--- src/bidau_pkg.sv ---
`default_nettype none
package bidau_pkg;
  // ==========================================================
  // Widths
  localparam int NDIG    = 8;
  localparam int SGL_DIG = 4;
  localparam int NSLOT   = 16;

  // ==========================================================
  // Function codes
  localparam logic [9:0] FC_INC_DBL = 10'h253;  // 595
  localparam logic [9:0] FC_DEC_SGL = 10'h254;  // 596
  localparam logic [9:0] FC_DEC_DBL = 10'h255;  // 597
  localparam logic [9:0] FC_MATH_LO = 10'h190;  // 400
  localparam logic [9:0] FC_MATH_HI = 10'h1B3;  // 435
  localparam logic [9:0] FC_ADD_SGN = 10'h190;  // 400
  localparam logic [9:0] FC_RADIX   = 10'h00A;
  localparam logic [3:0] AS_UNIT_MAX = 4'h7;
  localparam logic [3:0] MD_UNIT_MAX = 4'h5;

  // ==========================================================
  // Digits, ranges, steps
  localparam logic [3:0]  DIG_ZERO     = 4'h0;
  localparam logic [3:0]  DIG_MAX      = 4'h9;
  localparam logic [3:0]  DIG_ONE      = 4'h1;
  localparam logic [15:0] ALL_NINE_SGL = 16'h9999;
  localparam logic signed [31:0] IMM_MIN = 32'shFFFF8000;
  localparam logic signed [31:0] IMM_MAX = 32'sh00007FFF;
  localparam logic signed [15:0] OFS_MIN = 16'shF800;
  localparam logic signed [15:0] OFS_MAX = 16'sh07FF;
  localparam logic [15:0] IR_STEP = 16'h0001;

  // ==========================================================
  // Register port map
  localparam logic [3:0]  REG_CTRL = 4'h0;
  localparam logic [3:0]  REG_STAT = 4'h4;
  localparam logic [3:0]  REG_RES  = 4'h8;
  localparam int          CTRL_EN_BIT = 0;
  localparam logic        CTRL_EN_RST = 1'b1;
  localparam int          STAT_FAULT  = 0;
  localparam int          STAT_EQ     = 1;
  localparam int          STAT_BOR    = 2;

  // ==========================================================
  // Types
  typedef enum logic [1:0] {
    VAR_LEVEL = 2'b00, VAR_UP = 2'b01, VAR_DOWN = 2'b10, VAR_IMMED = 2'b11
  } bidau_var_t;
  typedef enum logic [1:0] {
    MOP_ADD = 2'b00, MOP_SUB = 2'b01, MOP_MUL = 2'b10, MOP_DIV = 2'b11
  } bidau_mop_t;
  typedef enum logic [1:0] {
    NUM_SGN = 2'b00, NUM_UNS = 2'b01, NUM_BCD = 2'b10
  } bidau_num_t;
  typedef enum logic [2:0] {
    AM_DIRECT = 3'b000, AM_IR = 3'b001, AM_IR_CONST = 3'b010,
    AM_IR_DR = 3'b011, AM_IR_POSTINC = 3'b100, AM_IR_PREDEC = 3'b101
  } bidau_am_t;
  typedef struct packed {
    logic       ok;
    bidau_mop_t mop;
    bidau_num_t num;
    logic       dbl;
    logic       cy;
  } bidau_dec_t;
endpackage
`default_nettype wire

--- src/bidau_if.sv ---
`timescale 1ns/1ns
`default_nettype none
// ==========================================================
// BCD step carrier
interface bidau_bcd_if;
  logic [31:0] opnd;
  logic        dbl;
  logic        inc;
  logic [31:0] res;
  logic        valid;
  logic        zero;
  logic        wrap;
  modport calc (input opnd, dbl, inc, output res, valid, zero, wrap);
  modport user (output opnd, dbl, inc, input res, valid, zero, wrap);
endinterface

// ==========================================================
// Operand address carrier
interface bidau_addr_if;
  logic [2:0]  mode;
  logic [15:0] base;
  logic [15:0] ir;
  logic [15:0] dr;
  logic [15:0] ofs;
  logic [15:0] ea;
  logic [15:0] ir_new;
  logic        ir_wr;
  logic        ofs_bad;
  modport gen  (input mode, base, ir, dr, ofs, output ea, ir_new, ir_wr, ofs_bad);
  modport user (output mode, base, ir, dr, ofs, input ea, ir_new, ir_wr, ofs_bad);
endinterface
`default_nettype wire

--- src/bidau_bcd_step.sv ---
`timescale 1ns/1ns
`default_nettype none
module bidau_bcd_step
  import bidau_pkg::*;
(
  bidau_bcd_if.calc b  // Operand in, result out
);
  // ==========================================================
  // Digit ripple
  logic [NDIG:0]   cy;
  logic [NDIG-1:0] bad;
  logic [NDIG-1:0] nz;

  // Digit above nine
  function automatic logic dig_bad(input logic [3:0] d);
    return d > DIG_MAX;
  endfunction

  assign cy[0] = 1'b1;

  // One stage per digit; upper half idle for single word
  for (genvar i = 0; i < NDIG; i++) begin : g_dig
    logic [3:0] d;
    logic       act;
    logic       turn;
    assign d    = b.opnd[i*4 +: 4];
    assign act  = (i < SGL_DIG) || b.dbl;
    assign turn = cy[i] && act && (b.inc ? (d == DIG_MAX) : (d == DIG_ZERO));
    assign cy[i+1] = turn;
    assign b.res[i*4 +: 4] = !(cy[i] && act) ? d :
                             turn ? (b.inc ? DIG_ZERO : DIG_MAX) :
                             b.inc ? d + DIG_ONE : d - DIG_ONE;
    assign bad[i] = act && dig_bad(d);
    assign nz[i]  = act && (b.res[i*4 +: 4] != DIG_ZERO);
  end

  // Status of the step
  assign b.valid = ~|bad;
  assign b.zero  = ~|nz;
  assign b.wrap  = |cy[NDIG:1];
endmodule
`default_nettype wire

--- src/bidau_addr_gen.sv ---
`timescale 1ns/1ns
`default_nettype none
module bidau_addr_gen
  import bidau_pkg::*;
(
  bidau_addr_if.gen a  // Addressing mode in, address out
);
  // ==========================================================
  // Effective address and index update
  always_comb begin
    a.ea      = a.base;
    a.ir_new  = a.ir;
    a.ir_wr   = 1'b0;
    a.ofs_bad = 1'b0;
    case (a.mode)
      AM_DIRECT: begin
        a.ea = a.base;
      end
      AM_IR: begin
        a.ea = a.ir;
      end
      AM_IR_CONST: begin
        a.ofs_bad = ($signed(a.ofs) < OFS_MIN) || ($signed(a.ofs) > OFS_MAX);
        a.ea      = a.ir + a.ofs;
      end
      AM_IR_DR: begin
        a.ea = a.ir + a.dr;
      end
      AM_IR_POSTINC: begin
        a.ea     = a.ir;
        a.ir_new = a.ir + IR_STEP;
        a.ir_wr  = 1'b1;
      end
      AM_IR_PREDEC: begin
        a.ir_new = a.ir - IR_STEP;
        a.ea     = a.ir - IR_STEP;
        a.ir_wr  = 1'b1;
      end
      default: begin
        a.ofs_bad = 1'b1;
      end
    endcase
  end
endmodule
`default_nettype wire

--- src/bidau_unit.sv ---
// The strobed register port and the address map were decided locally.
`timescale 1ns/1ns
`default_nettype none
// Contract
// - Single-word BCD decrement writes back same word
// - Level variant repeats while condition held
// - Rising variant runs once per edge
// - Falling-edge and immediate refresh unsupported
// - Single-word equals flag when result 0000
// - Single-word borrow when digit 0 to 9
// - Non-BCD single word raises fault flag
// - Double-word decrement over upper and lower word
// - Double decrement level repeats, rising runs once
// - Double equals flag when result all zero
// - Double borrow when any digit 0 to 9
// - Non-BCD double word raises fault flag
// - Double-word BCD increment, level or rising
// - Decode math codes 400 to 435
// - Signed add immediates 16-bit, result not constant
// - Index addressing with offset range checks
module bidau_unit
  import bidau_pkg::*;
(
  input  wire logic        ref_clk_in,          // 10 MHz clock
  input  wire logic        reset_in,            // Sync reset, high
  input  wire logic        clk_en_in,           // Freezes state when low
  input  wire logic [3:0]  reg_addr_in,         // Register byte address
  input  wire logic [31:0] reg_wdata_in,        // Register write data
  input  wire logic        reg_wr_in,           // Register write strobe
  input  wire logic        reg_rd_in,           // Register read strobe
  output logic      [31:0] reg_rdata_out,       // Read data, next cycle
  input  wire logic        req_valid_in,        // Instruction offered
  input  wire logic [9:0]  func_code_in,        // Function code, binary
  input  wire logic [1:0]  variant_in,          // Execution variant
  input  wire logic        cond_in,             // Execution condition
  input  wire logic [3:0]  slot_in,             // Instruction slot id
  input  wire logic [15:0] target_word_in,      // Addressed word
  input  wire logic [15:0] target_word_hi_in,   // Next-higher word
  input  wire logic [2:0]  am_mode_in,          // Addressing mode
  input  wire logic [15:0] base_addr_in,        // Direct address
  input  wire logic [15:0] index_pointer_in,    // Index pointer value
  input  wire logic [15:0] offset_register_in,  // Offset register value
  input  wire logic [15:0] const_offset_in,     // Signed constant offset
  input  wire logic [1:0]  src_imm_in,          // Sources are constants
  input  wire logic        res_imm_in,          // Result is a constant
  input  wire logic [31:0] imm_a_in,            // First source constant
  input  wire logic [31:0] imm_b_in,            // Second source constant
  output logic             wr_en_out,           // Write-back pulse
  output logic             wr_dbl_out,          // Write both words
  output logic      [15:0] wr_addr_out,         // Lower word address
  output logic      [31:0] wr_data_out,         // Upper and lower word
  output logic             ir_wr_out,           // Index write pulse
  output logic      [15:0] ir_data_out,         // New index value
  output logic             fault_flag_out,      // Error flag
  output logic             equals_flag_out,     // Equals flag
  output logic             borrow_flag_out,     // Carry flag
  output logic             math_valid_out,      // Math decode pulse
  output logic      [1:0]  math_op_out,         // Add, sub, mul, div
  output logic      [1:0]  math_num_out,        // Signed, unsigned, BCD
  output logic             math_dbl_out,        // Double-word form
  output logic             math_cy_out          // With-carry form
);
  // ==========================================================
  // Submodules
  bidau_bcd_if  bcd ();
  bidau_addr_if adr ();

  bidau_bcd_step u_bcd (
    .b (bcd.calc)
  );

  bidau_addr_gen u_adr (
    .a (adr.gen)
  );

  // ==========================================================
  // Decode helpers
  function automatic logic is_bcd_code(input logic [9:0] fc);
    return (fc == FC_INC_DBL) || (fc == FC_DEC_SGL) || (fc == FC_DEC_DBL);
  endfunction

  function automatic logic imm_out(input logic [31:0] v);
    return ($signed(v) < IMM_MIN) || ($signed(v) > IMM_MAX);
  endfunction

  function automatic bidau_dec_t math_dec(input logic [9:0] fc);
    bidau_dec_t d;
    logic [9:0] diff;
    logic [9:0] tens;
    logic [3:0] unit;
    d    = '0;
    diff = fc - FC_MATH_LO;
    tens = diff / FC_RADIX;
    unit = 4'(diff % FC_RADIX);
    d.mop = bidau_mop_t'(tens[1:0]);
    d.dbl = unit[0];
    if ((fc >= FC_MATH_LO) && (fc <= FC_MATH_HI)) begin
      if (tens[1] == 1'b0) begin
        d.ok  = (unit <= AS_UNIT_MAX);
        d.num = unit[2] ? NUM_BCD : NUM_SGN;
        d.cy  = unit[1];
      end else begin
        d.ok  = (unit <= MD_UNIT_MAX);
        d.num = unit[2] ? NUM_BCD : (unit[1] ? NUM_UNS : NUM_SGN);
      end
    end
    return d;
  endfunction

  // ==========================================================
  // State
  logic             ctrl_en_r;
  logic [NSLOT-1:0] prev_cond_r;
  logic             fault_r;
  logic             equals_r;
  logic             borrow_r;
  logic             wr_en_r;
  logic             wr_dbl_r;
  logic [15:0]      wr_addr_r;
  logic [31:0]      wr_data_r;
  logic             ir_wr_r;
  logic [15:0]      ir_data_r;
  logic             math_valid_r;
  bidau_dec_t       math_r;
  logic [31:0]      rdata_r;
  logic [31:0]      rdata_nxt;

  // ==========================================================
  // Request qualification
  bidau_dec_t dec;
  logic       taken;
  logic       var_ok;
  logic       fire;
  logic       bcd_req;
  logic       go;
  logic       good;
  logic       math_go;
  logic       var_bad;
  logic       imm_bad;

  assign dec     = math_dec(func_code_in);
  assign taken   = clk_en_in && req_valid_in && ctrl_en_r;
  assign var_ok  = (variant_in == VAR_LEVEL) || (variant_in == VAR_UP);
  // Level every cycle, rising on off-to-on
  assign fire    = (variant_in == VAR_UP) ? (cond_in && !prev_cond_r[slot_in])
                                          : cond_in;
  assign bcd_req = taken && is_bcd_code(func_code_in);
  assign go      = bcd_req && var_ok && fire;
  assign good    = bcd.valid && !adr.ofs_bad;
  assign math_go = taken && dec.ok && var_ok && fire;
  assign var_bad = taken && (is_bcd_code(func_code_in) || dec.ok) && !var_ok;
  // Signed add constant range
  assign imm_bad = (func_code_in == FC_ADD_SGN) &&
                   (res_imm_in || (src_imm_in[0] && imm_out(imm_a_in)) ||
                    (src_imm_in[1] && imm_out(imm_b_in)));

  // Operands to the BCD step
  assign bcd.opnd = {target_word_hi_in, target_word_in};
  assign bcd.dbl  = (func_code_in != FC_DEC_SGL);
  assign bcd.inc  = (func_code_in == FC_INC_DBL);

  // Operands to the address generator
  assign adr.mode = am_mode_in;
  assign adr.base = base_addr_in;
  assign adr.ir   = index_pointer_in;
  assign adr.dr   = offset_register_in;
  assign adr.ofs  = const_offset_in;

  // ==========================================================
  // Control register
  always_ff @(posedge ref_clk_in) begin
    if (reset_in) begin
      ctrl_en_r <= CTRL_EN_RST;
    end else if (clk_en_in && reg_wr_in && (reg_addr_in == REG_CTRL)) begin
      ctrl_en_r <= reg_wdata_in[CTRL_EN_BIT];
    end
  end

  // Last condition per slot for edge detection
  always_ff @(posedge ref_clk_in) begin
    if (reset_in) begin
      prev_cond_r <= '0;
    end else if (taken) begin
      prev_cond_r[slot_in] <= cond_in;
    end
  end

  // ==========================================================
  // Condition flags
  always_ff @(posedge ref_clk_in) begin
    if (reset_in) begin
      fault_r  <= 1'b0;
      equals_r <= 1'b0;
      borrow_r <= 1'b0;
    end else if (clk_en_in) begin
      if (go) begin
        fault_r <= !good;
        if (good) begin
          equals_r <= bcd.zero;
          borrow_r <= bcd.wrap;
        end
      end else if (math_go) begin
        fault_r <= imm_bad || adr.ofs_bad;
      end else if (var_bad) begin
        fault_r <= 1'b1;
      end
    end
  end

  // ==========================================================
  // Write-back of the result
  always_ff @(posedge ref_clk_in) begin
    if (reset_in) begin
      wr_en_r   <= 1'b0;
      wr_dbl_r  <= 1'b0;
      wr_addr_r <= '0;
      wr_data_r <= '0;
    end else if (clk_en_in) begin
      wr_en_r <= go && good;
      if (go && good) begin
        wr_dbl_r  <= bcd.dbl;
        wr_addr_r <= adr.ea;
        wr_data_r <= bcd.res;
      end
    end
  end

  // Index pointer update
  always_ff @(posedge ref_clk_in) begin
    if (reset_in) begin
      ir_wr_r   <= 1'b0;
      ir_data_r <= '0;
    end else if (clk_en_in) begin
      ir_wr_r <= (go || math_go) && adr.ir_wr && !adr.ofs_bad;
      if ((go || math_go) && adr.ir_wr) begin
        ir_data_r <= adr.ir_new;
      end
    end
  end

  // Math decode result
  always_ff @(posedge ref_clk_in) begin
    if (reset_in) begin
      math_valid_r <= 1'b0;
      math_r       <= '0;
    end else if (clk_en_in) begin
      math_valid_r <= math_go && !imm_bad && !adr.ofs_bad;
      if (math_go) begin
        math_r <= dec;
      end
    end
  end

  // ==========================================================
  // Register read port
  always_comb begin
    rdata_nxt = '0;
    case (reg_addr_in)
      REG_CTRL: rdata_nxt[CTRL_EN_BIT] = ctrl_en_r;
      REG_STAT: begin
        rdata_nxt[STAT_FAULT] = fault_r;
        rdata_nxt[STAT_EQ]    = equals_r;
        rdata_nxt[STAT_BOR]   = borrow_r;
      end
      REG_RES:  rdata_nxt = wr_data_r;
      default:  rdata_nxt = '0;
    endcase
  end

  always_ff @(posedge ref_clk_in) begin
    if (reset_in) begin
      rdata_r <= '0;
    end else if (clk_en_in) begin
      rdata_r <= reg_rd_in ? rdata_nxt : '0;
    end
  end

  // ==========================================================
  // Outputs
  assign reg_rdata_out   = rdata_r;
  assign wr_en_out       = wr_en_r;
  assign wr_dbl_out      = wr_dbl_r;
  assign wr_addr_out     = wr_addr_r;
  assign wr_data_out     = wr_data_r;
  assign ir_wr_out       = ir_wr_r;
  assign ir_data_out     = ir_data_r;
  assign fault_flag_out  = fault_r;
  assign equals_flag_out = equals_r;
  assign borrow_flag_out = borrow_r;
  assign math_valid_out  = math_valid_r;
  assign math_op_out     = math_r.mop;
  assign math_num_out    = math_r.num;
  assign math_dbl_out    = math_r.dbl;
  assign math_cy_out     = math_r.cy;
endmodule
`default_nettype wire

--- config.mk ---
export PLATFORM = sky130hd
export DESIGN_NAME = bidau_unit
export DESIGN_NICKNAME = d
export VERILOG_FILES = /design/src/bidau_pkg.sv /design/src/bidau_if.sv /design/src/bidau_bcd_step.sv /design/src/bidau_addr_gen.sv /design/src/bidau_unit.sv
export SDC_FILE = /design/constraint.sdc
export NUM_CORES = 1
export LEC_CHECK = 0
export BUFFER_PORTS_ARGS = -buffer_cell sky130_fd_sc_hd__buf_2
export CORE_MARGIN = 2
export CORE_UTILIZATION = 35
export CTS_CLUSTER_DIAMETER = 60
export DETAILED_ROUTE_END_ITERATION = 8
export GPL_ROUTABILITY_DRIVEN = 0
export SLEW_MARGIN = 15
export SYNTH_ARGS = -nofsm -noshare
export SYNTH_HDL_FRONTEND = slang
export SYNTH_SLANG_ARGS = --single-unit
--- constraint.sdc ---
create_clock -name ref_clk_in -period 18.1 [get_ports ref_clk_in]
set_clock_uncertainty 0.2 [all_clocks]
set_input_delay 5.43 -clock ref_clk_in [delete_from_list [all_inputs] [get_ports ref_clk_in]]
set_output_delay 5.43 -clock ref_clk_in [all_outputs]
set_load 0.005 [all_outputs]
Yosys cells after proc, flatten, opt, wreduce, memory -nomap -nowiden

Cells that the tools add are included.

Reduce and logical (&&, ||, !) cells: 92
Order comparisons: 20
Shift operators: 0
Add/sub/neg operators: 21
Div/mod/pow operators: 2
Muxes and demuxes: 58
Equal/unequal tests: 21
Bitwise operators: 0
Multipliers: 0

Operator list:

| kind                    | number |
|---|---|
| $mux W4                 | 24 |
| $gt A32 B16 Y1 const B  | 2 |
| $lt A32 B16 Y1 const B  | 2 |
| $pmux W16 S4            | 1 |
| $logic_and A1 B1 Y1     | 43 |
| $eq A4 B4 Y1 const B    | 9 |
| $logic_not A4 Y1        | 9 |
| $add A16 B16 Y16        | 2 |
| $add A4 B1 Y4 const B   | 8 |
| $gt A4 B4 Y1 const B    | 8 |
| $mux W32                | 1 |
| $pmux W16 S2            | 1 |
| $reduce_bool A4 Y1      | 8 |
| $sub A4 B1 Y4 const B   | 8 |
| $eq A10 B10 Y1 const B  | 3 |
| $mux W29                | 1 |
| $reduce_or A8 Y1        | 3 |
| $mux W1                 | 20 |
| $add A16 B1 Y16 const B | 1 |
| $bwmux W16              | 1 |
| $gt A16 B12 Y1 const B  | 1 |
| $lt A16 B12 Y1 const B  | 1 |
| $sub A16 B1 Y16 const B | 1 |
| $logic_or A1 B1 Y1      | 11 |
| other kinds (29)        | 45 |

Logic and storage cells: 231
Bits in writable memories: 0
Output and inout port bits: 109
Input bits: 225
Bits in registers: 126
Latch bits: 0
ROM bits: 0
Memories: 0

Logic depth before layout (Yosys ltp)

Depth in word-level cells: 19
Mapped depth: 24
Mapped depth without buffers: 19

By module

Synthesis repeated with hierarchy kept, for this count alone.

Cells, all modules: 1,391
Area total of the unflattened synthesis: 10,582.6 um^2

Modules (own cells, without submodules):

| module         | cells each | times used | area each (um^2) | seq. area each (um^2) |
|---|---|---|---|---|
| bidau_unit     | 775        | 1          | 6,262.3          | 2,522.4 |
| bidau_addr_gen | 354        | 1          | 2,527.4          | 0.0 |
| bidau_bcd_step | 262        | 1          | 1,793.0          | 0.0 |

Worst setup path before layout

OpenSTA, ideal clock, no wires.

Path type: input to register
From: in func_code_in[4]
To: reg ir_data_r[11] (netlist: ir_data_out[11])
Cell stages on the path: 24
Path slack: 7.503 ns
Data arrival time: 10.277 ns
Path buffers: 6
Setup time: 0.121 ns
Required time: 17.779 ns
Cell sequence: clkbuf_1 > buf_1 > inv_1 > clkbuf_1 > ha_1 > clkbuf_1 > nand2b_1 > o32ai_1 > a31oi_1 > o211ai_1 > buf_2 > nand4_1 > a31oi_1 > a41oi_1 > o2111ai_1 > xnor2_1 > ha_1 > xor2_1 > xnor2_1 > nand3_1 > nand3_1 > nand3_2 > buf_2 > mux2_2

Longest elaborated chain between the ends: 11
Elaborated cells between the ends (all ways): 24
Classes of those cells: 1 x add/sub; 2 x div; 4 x order compare; 3 x eq/ne; 2 x mux; 12 x reduce/logical

RTL lines:

| element                                | line                                | text |
|---|---|---|
| start, declared                        | bidau_unit.sv:33                    | `input wire logic [9:0] func_code_in,` |
| $sub A10 B9 Y10                        | bidau_unit.sv:92                    | `diff = fc - FC_MATH_LO;` |
| $mod A10 B4 Y10                        | bidau_unit.sv:94                    | `unit = 4'(diff % FC_RADIX);` |
| $le A4 B3 Y1, on equally long branches | bidau_unit.sv:99, bidau_unit.sv:103 |  |
| $mux W1                                | bidau_unit.sv:98                    | `if (tens[1] == 1'b0) begin` |
| $mux W1                                | bidau_unit.sv:97                    | `if ((fc >= FC_MATH_LO) && (fc <= FC_MATH_HI)) begin` |
| $logic_and A1 B1 Y1 (3 in a row)       | bidau_unit.sv:150                   | `assign math_go = taken && dec.ok && var_ok && fire;` |
| $logic_or A1 B1 Y1 (*)                 | bidau_unit.sv:235                   | `if ((go \|\| math_go) && adr.ir_wr) begin` |
| $logic_and A1 B1 Y1 (*)                | bidau_unit.sv:235                   |  |
| $reduce_and A2 Y1 (no line) (*)        | n/a                                 |  |
| end signal, assigned                   | bidau_unit.sv:236                   | `ir_data_r <= adr.ir_new;` |
| end, declared                          | bidau_unit.sv:122                   | `logic [15:0] ir_data_r;` |

Every way passes the cells marked *; elsewhere a longest branch is shown, timed or not.
A chain may end at the register's enable or synchronous reset.

Worst setup path after layout

From: in func_code_in[4]
To: reg equals_r (netlist: equals_flag_out)

Longest elaborated chain between the ends: 19
Elaborated cells between the ends (all ways): 74
Classes of those cells: 4 x eq/ne; 32 x mux; 38 x reduce/logical

RTL lines:

| element                          | line                                       | text |
|---|---|---|
| $eq A10 B10 Y1                   | bidau_unit.sv:79, bidau_unit.sv:160        |  |
| $mux W1                          | bidau_bcd_step.sv:28                       | `assign turn = cy[i] && act && (b.inc ? (d == DIG_MAX) : (d == DIG_ZERO));` |
| $logic_and A1 B1 Y1 (3 in a row) | bidau_bcd_step.sv:28                       |  |
| $logic_and A1 B1 Y1              | bidau_bcd_step.sv:28, bidau_bcd_step.sv:30 |  |
| $logic_and A1 B1 Y1              | bidau_bcd_step.sv:28                       |  |
| $logic_and A1 B1 Y1              | bidau_bcd_step.sv:28, bidau_bcd_step.sv:30 |  |
| $logic_and A1 B1 Y1              | bidau_bcd_step.sv:28                       |  |
| $logic_and A1 B1 Y1              | bidau_bcd_step.sv:28, bidau_bcd_step.sv:30 |  |
| $logic_and A1 B1 Y1              | bidau_bcd_step.sv:28                       |  |
| $logic_and A1 B1 Y1              | bidau_bcd_step.sv:28, bidau_bcd_step.sv:30 |  |
| $logic_and A1 B1 Y1              | bidau_bcd_step.sv:28                       |  |
| $mux W4                          | bidau_bcd_step.sv:31                       | `turn ? (b.inc ? DIG_ZERO : DIG_MAX) :` |
| $mux W4                          | bidau_bcd_step.sv:30                       | `assign b.res[i*4 +: 4] = !(cy[i] && act) ? d :` |
| $reduce_bool A4 Y1               | bidau_bcd_step.sv:34                       | `assign nz[i] = act && (b.res[i*4 +: 4] != DIG_ZERO);` |
| $logic_and A1 B1 Y1              | bidau_bcd_step.sv:34                       |  |
| $reduce_or A8 Y1                 | bidau_bcd_step.sv:39                       | `assign b.zero = ~\|nz;` |
| $logic_not A1 Y1                 | bidau_bcd_step.sv:39                       |  |
| end signal, assigned             | bidau_unit.sv:199                          | `equals_r <= bcd.zero;` |
| end, declared                    | bidau_unit.sv:115                          | `logic equals_r;` |

Several ways; a longest one is shown, not always the timed one.

==> impl_summary.txt <==
----------------------------------------------------
[Logic synthesis]
  Leading post-synthesis cells by instance count ... 167 x sky130_fd_sc_hd__nor2_1, 143 x sky130_fd_sc_hd__a21oi_1, 134 x sky130_fd_sc_hd__nand2_1, 126 x sky130_fd_sc_hd__dfxtp_1, 85 x sky130_fd_sc_hd__clkbuf_1
  Post-Syn Instances ... 1439
  Avg Inst Size Synth ... 7.36 sq um
  Top cell type by total area after synthesis ... sky130_fd_sc_hd__dfxtp_1
  Sequential cell area fraction in the yosys report ... 23.8%
  Unique cell type count in the Yosys netlist ... 83
  Number of flops mapped to enable cells by yosys ... 0
  Async set-reset flop share out of synthesis ... 0%
  Post-Synthesis Net Count ... 1711
  Main flop type after synthesis ... sky130_fd_sc_hd__dfxtp_1
  Share of the synthesized area in the top cell type ... 23.8%
  Count of state elements after synthesis ... 126
  Yosys synthesis warning count ... 0
  Cell area after synthesis ... 0.0106 sq mm
  Library cell with the highest instance count after synthesis ... sky130_fd_sc_hd__nor2_1
  Largest cells by area after synthesis ... sky130_fd_sc_hd__dfxtp_1 24%, sky130_fd_sc_hd__a21oi_1 6.8%, sky130_fd_sc_hd__nor2_1 5.9%

[Timing]
  Post-layout minimum cycle time ... 11.72 ns
  Total of endpoints with negative setup slack in the final report ... 0
  Sum of negative setup slack ... 0 ns
  Final clock period utilization by the worst path ... 64.7%
  FMAX ... 85.3 MHz
  Final Slew Violations ... 0
  Final hold vios ... 0
  Worst-Margin Slew ... 0.998 ns
  Final setup margin ... 6.38 ns
  Max_slew headroom ... 32.9%
  Unrepaired setup endpoints after global routing ... no
  Final hold slack ... 0.252 ns

[Final layout]
  Non-filler cells in the finished layout ... 2037
  Total number of nets in the final design ... 1906
  Share of the core filled with cells ... 42.7%
  Ant diodes ... 0
  Final standard cell area without fillers ... 0.0127 sq mm
  Area growth syn-to-layout ... 19.8%
  Count of filler cells inserted in the layout ... 3104
  Share of layout cells above drive strength 1 ... 22.8%

[Drt]
  Detail-routed net length per standard cell ... 17.1 microns
  Final ANT Viol Nets ... 0
  Vias ... 11300
  Number of DRC violations after detailed-routing iteration 0 ... 970
  Via density ... 5.53
  1st-pass router iterations ... 7
  Post-detailed-route DRC marker count ... 0
  Routed wire length ... 34900 microns

[Setup path]
  Type of the setup path with the least slack ... input port to flip-flop
  Arrival time reported for the critical path endpoint ... 11.85 ns
  Slowest CP cell ... sky130_fd_sc_hd__a2111oi_4
  Longest individual stage delay on the worst path ... 0.82 ns
  Worst reg2reg setup slack ... 13.70 ns
  Reg2Reg Launch Point ... prev_cond_r[15]
  Type of element capturing the critical path ... flip-flop
  Cell seen most often among critical-path stages ... sky130_fd_sc_hd__nand2_1
  Crit path required time ... 18.24 ns
  Worst reg2reg path depth ... 10
  Cells along the critical path ... buf_2 > ha_1 > nand3_2 > inv_2 > nand3_1 > a2111o_1 > or2_1 > a2111oi_4 > nand2_1 > nand2_1 > nand2_1 > or4_1 > or4_1 > a211o_1 > a21oi_1
  Worst Path Max Fanout ... 33
  RR Endpoint ... wr_addr_out[10]
  Kind of start point of the critical path ... input port

[Clocking]
  Later-pin clock latency in the skew report ... 0.42 ns
  Hold buffer count at cts ... 0
  Root buffer selected by CTS ... sky130_fd_sc_hd__clkbuf_16
  Clock tree from TritonCTS ... built
  Maximum buffer depth of the clock tree ... 2
  Post-CTS repair timing setup buffer count ... 0
  Cts bufs inserted ... 17
  CTS H-tree lvls ... 4
  Count of instances resized after the clock tree is built ... 0
  Sink count of the clock tree ... 126
  Clock-pin transition on the worst setup and hold timing paths ... 0.07 ns

[Placed design]
  PortBufs ... 272
  Placed inst area ... 0.0121 sq mm
  HPWL after detailed placement ... 26300 microns
  Worst Setup Slack post-DPL ... 6.04 ns
  Post-placement cell count ... 2005

[Power]
  Pwr Total ... 0.816 mW
  Maximum vdd ir drop ... 0.0344 mV
  Total power per unit cell area ... 64.3 mW/mm^2
  Static Leakage ... 5.12 nW

[Floorplanning]
  Core footprint ... 0.0297 sq mm
  Die Span Y ... 178 microns
  Count of boundary I/O pins ... 334
  Initial core utilization ... 35.6%
  Die span in x ... 178 microns
  Floorplan die area ... 0.0317 sq mm
  Placement row count ... 63

[GRT]
  Pin count of the biggest net entering global routing ... 86
  Final global-route overflow total ... 0
  Global-route wire length before repair ... 54700 microns
  Overall track demand over capacity in global routing ... 21.5%
  Via count of the first global-routing pass ... 10100
  Initial antenna violation count ... 1

[Job]
  Reported max-cap violation count ... 0

[Worst hold path]
  Worst min-delay path startpoint ... prev_cond_r[3]
  Worst hold-check path type ... flip-flop to flip-flop
  Cells on Worst Hold Path ... 2
  Hold worst-path end ... prev_cond_r[3]

[Status]
  Run status ... finished, final reports clean

----------------------------------------------------
## flip-flops by register name, summed over array words and instances (netlist names), 2 cells and up
register and flops:
math_op_out 2, prev_cond_r 16, math_num_out 2, reg_rdata_out 32
ir_data_out 16, wr_data_out 32, wr_addr_out 16
## worst max-delay path by stage
| stage | startpoint | to | slack, ns | cells past startpoint |
|---|---|---|---|---|
| after floorplan | func_code_in[4] | ir_data_out[11] | 7.50 | 24 |
| after global placement | func_code_in[4] | equals_flag_out | 6.15 | 15 |
| after detailed placement | func_code_in[4] | equals_flag_out | 6.04 | 15 |
| after CTS | func_code_in[4] | equals_flag_out | 6.46 | 15 |
| after global routing | func_code_in[4] | equals_flag_out | 5.90 | 15 |
| final | func_code_in[4] | equals_flag_out | 6.38 | 15 |
## power by group
group	total, mW	internal, mW	switching, mW
clock	0.342	0.186	0.156
combinational	0.197	0.0764	0.120
sequential	0.278	0.277	0.000188
## cells by family after synthesis
logic type	after synthesis	share of synthesized area, %
and+or+nand+nor	606	28.2
AOI/OAI and AO/OA	388	23.6
buffers and inverters	141	5.26
DFF	126	23.8
muxes	69	7.73
xor gates and xnor gates	61	5.04
adders and majority gates	48	6.29
## cell type report
class | count | area [sq um] | area share, %
clock buffers | 17 | 425 | 3.35
inverters | 35 | 131 | 1.04
well taps | 390 | 488 | 3.85
flip-flops and latches | 126 | 2520 | 19.9
clock inverters | 15 | 161 | 1.27
repair buffers | 282 | 1440 | 11.3
multi-input cells | 1172 | 7520 | 59.3
## worst max-delay path, delay by kind of cell
family / cells / cell delay (ns)
adders and majority gates: 1 / 0.46
AOI/OAI and AO/OA: 4 / 1.92
and+or+nand+nor: 8 / 2.80
buffers and inverters: 2 / 1.20
## cells in the final DEF (no fill, tap or decap), drive strengths merged, types with 6 or more instances in the layout
master and count:
nor2 167, mux2i 30, mux4 7, ha 38, inv 47, o22ai 11, a211oi 33, nand3 55
xor2 17, or3 17, or2 8, nor3 44, o211ai 12, fa 9, nand2b 32, nand4 29
a21o 12, or4 13, a211o 8, mux2 32, a21oi 143, buf 282, o31ai 11, nor2b 62
and3 7, xnor2 44, nand2 134, a21boi 6, a31oi 21, clkbuf 17, o21ai 60, nor4 15
dfxtp 126, o2111ai 6
## per-layer routing
metal / share of wire [%] / wire length, microns / track usage, % / up-vias
li1: - / - / - / 5619
met1: 46 / 15900 / 30.2 / 5242
met2: 47 / 16400 / 35.1 / 373
met3: 5.8 / 2030 / 2.23 / 38
met4: 1.5 / 531 / 5.53 / 0
met5: 0 / 0 / 0 / -
(Power assumes the default switching activity.)
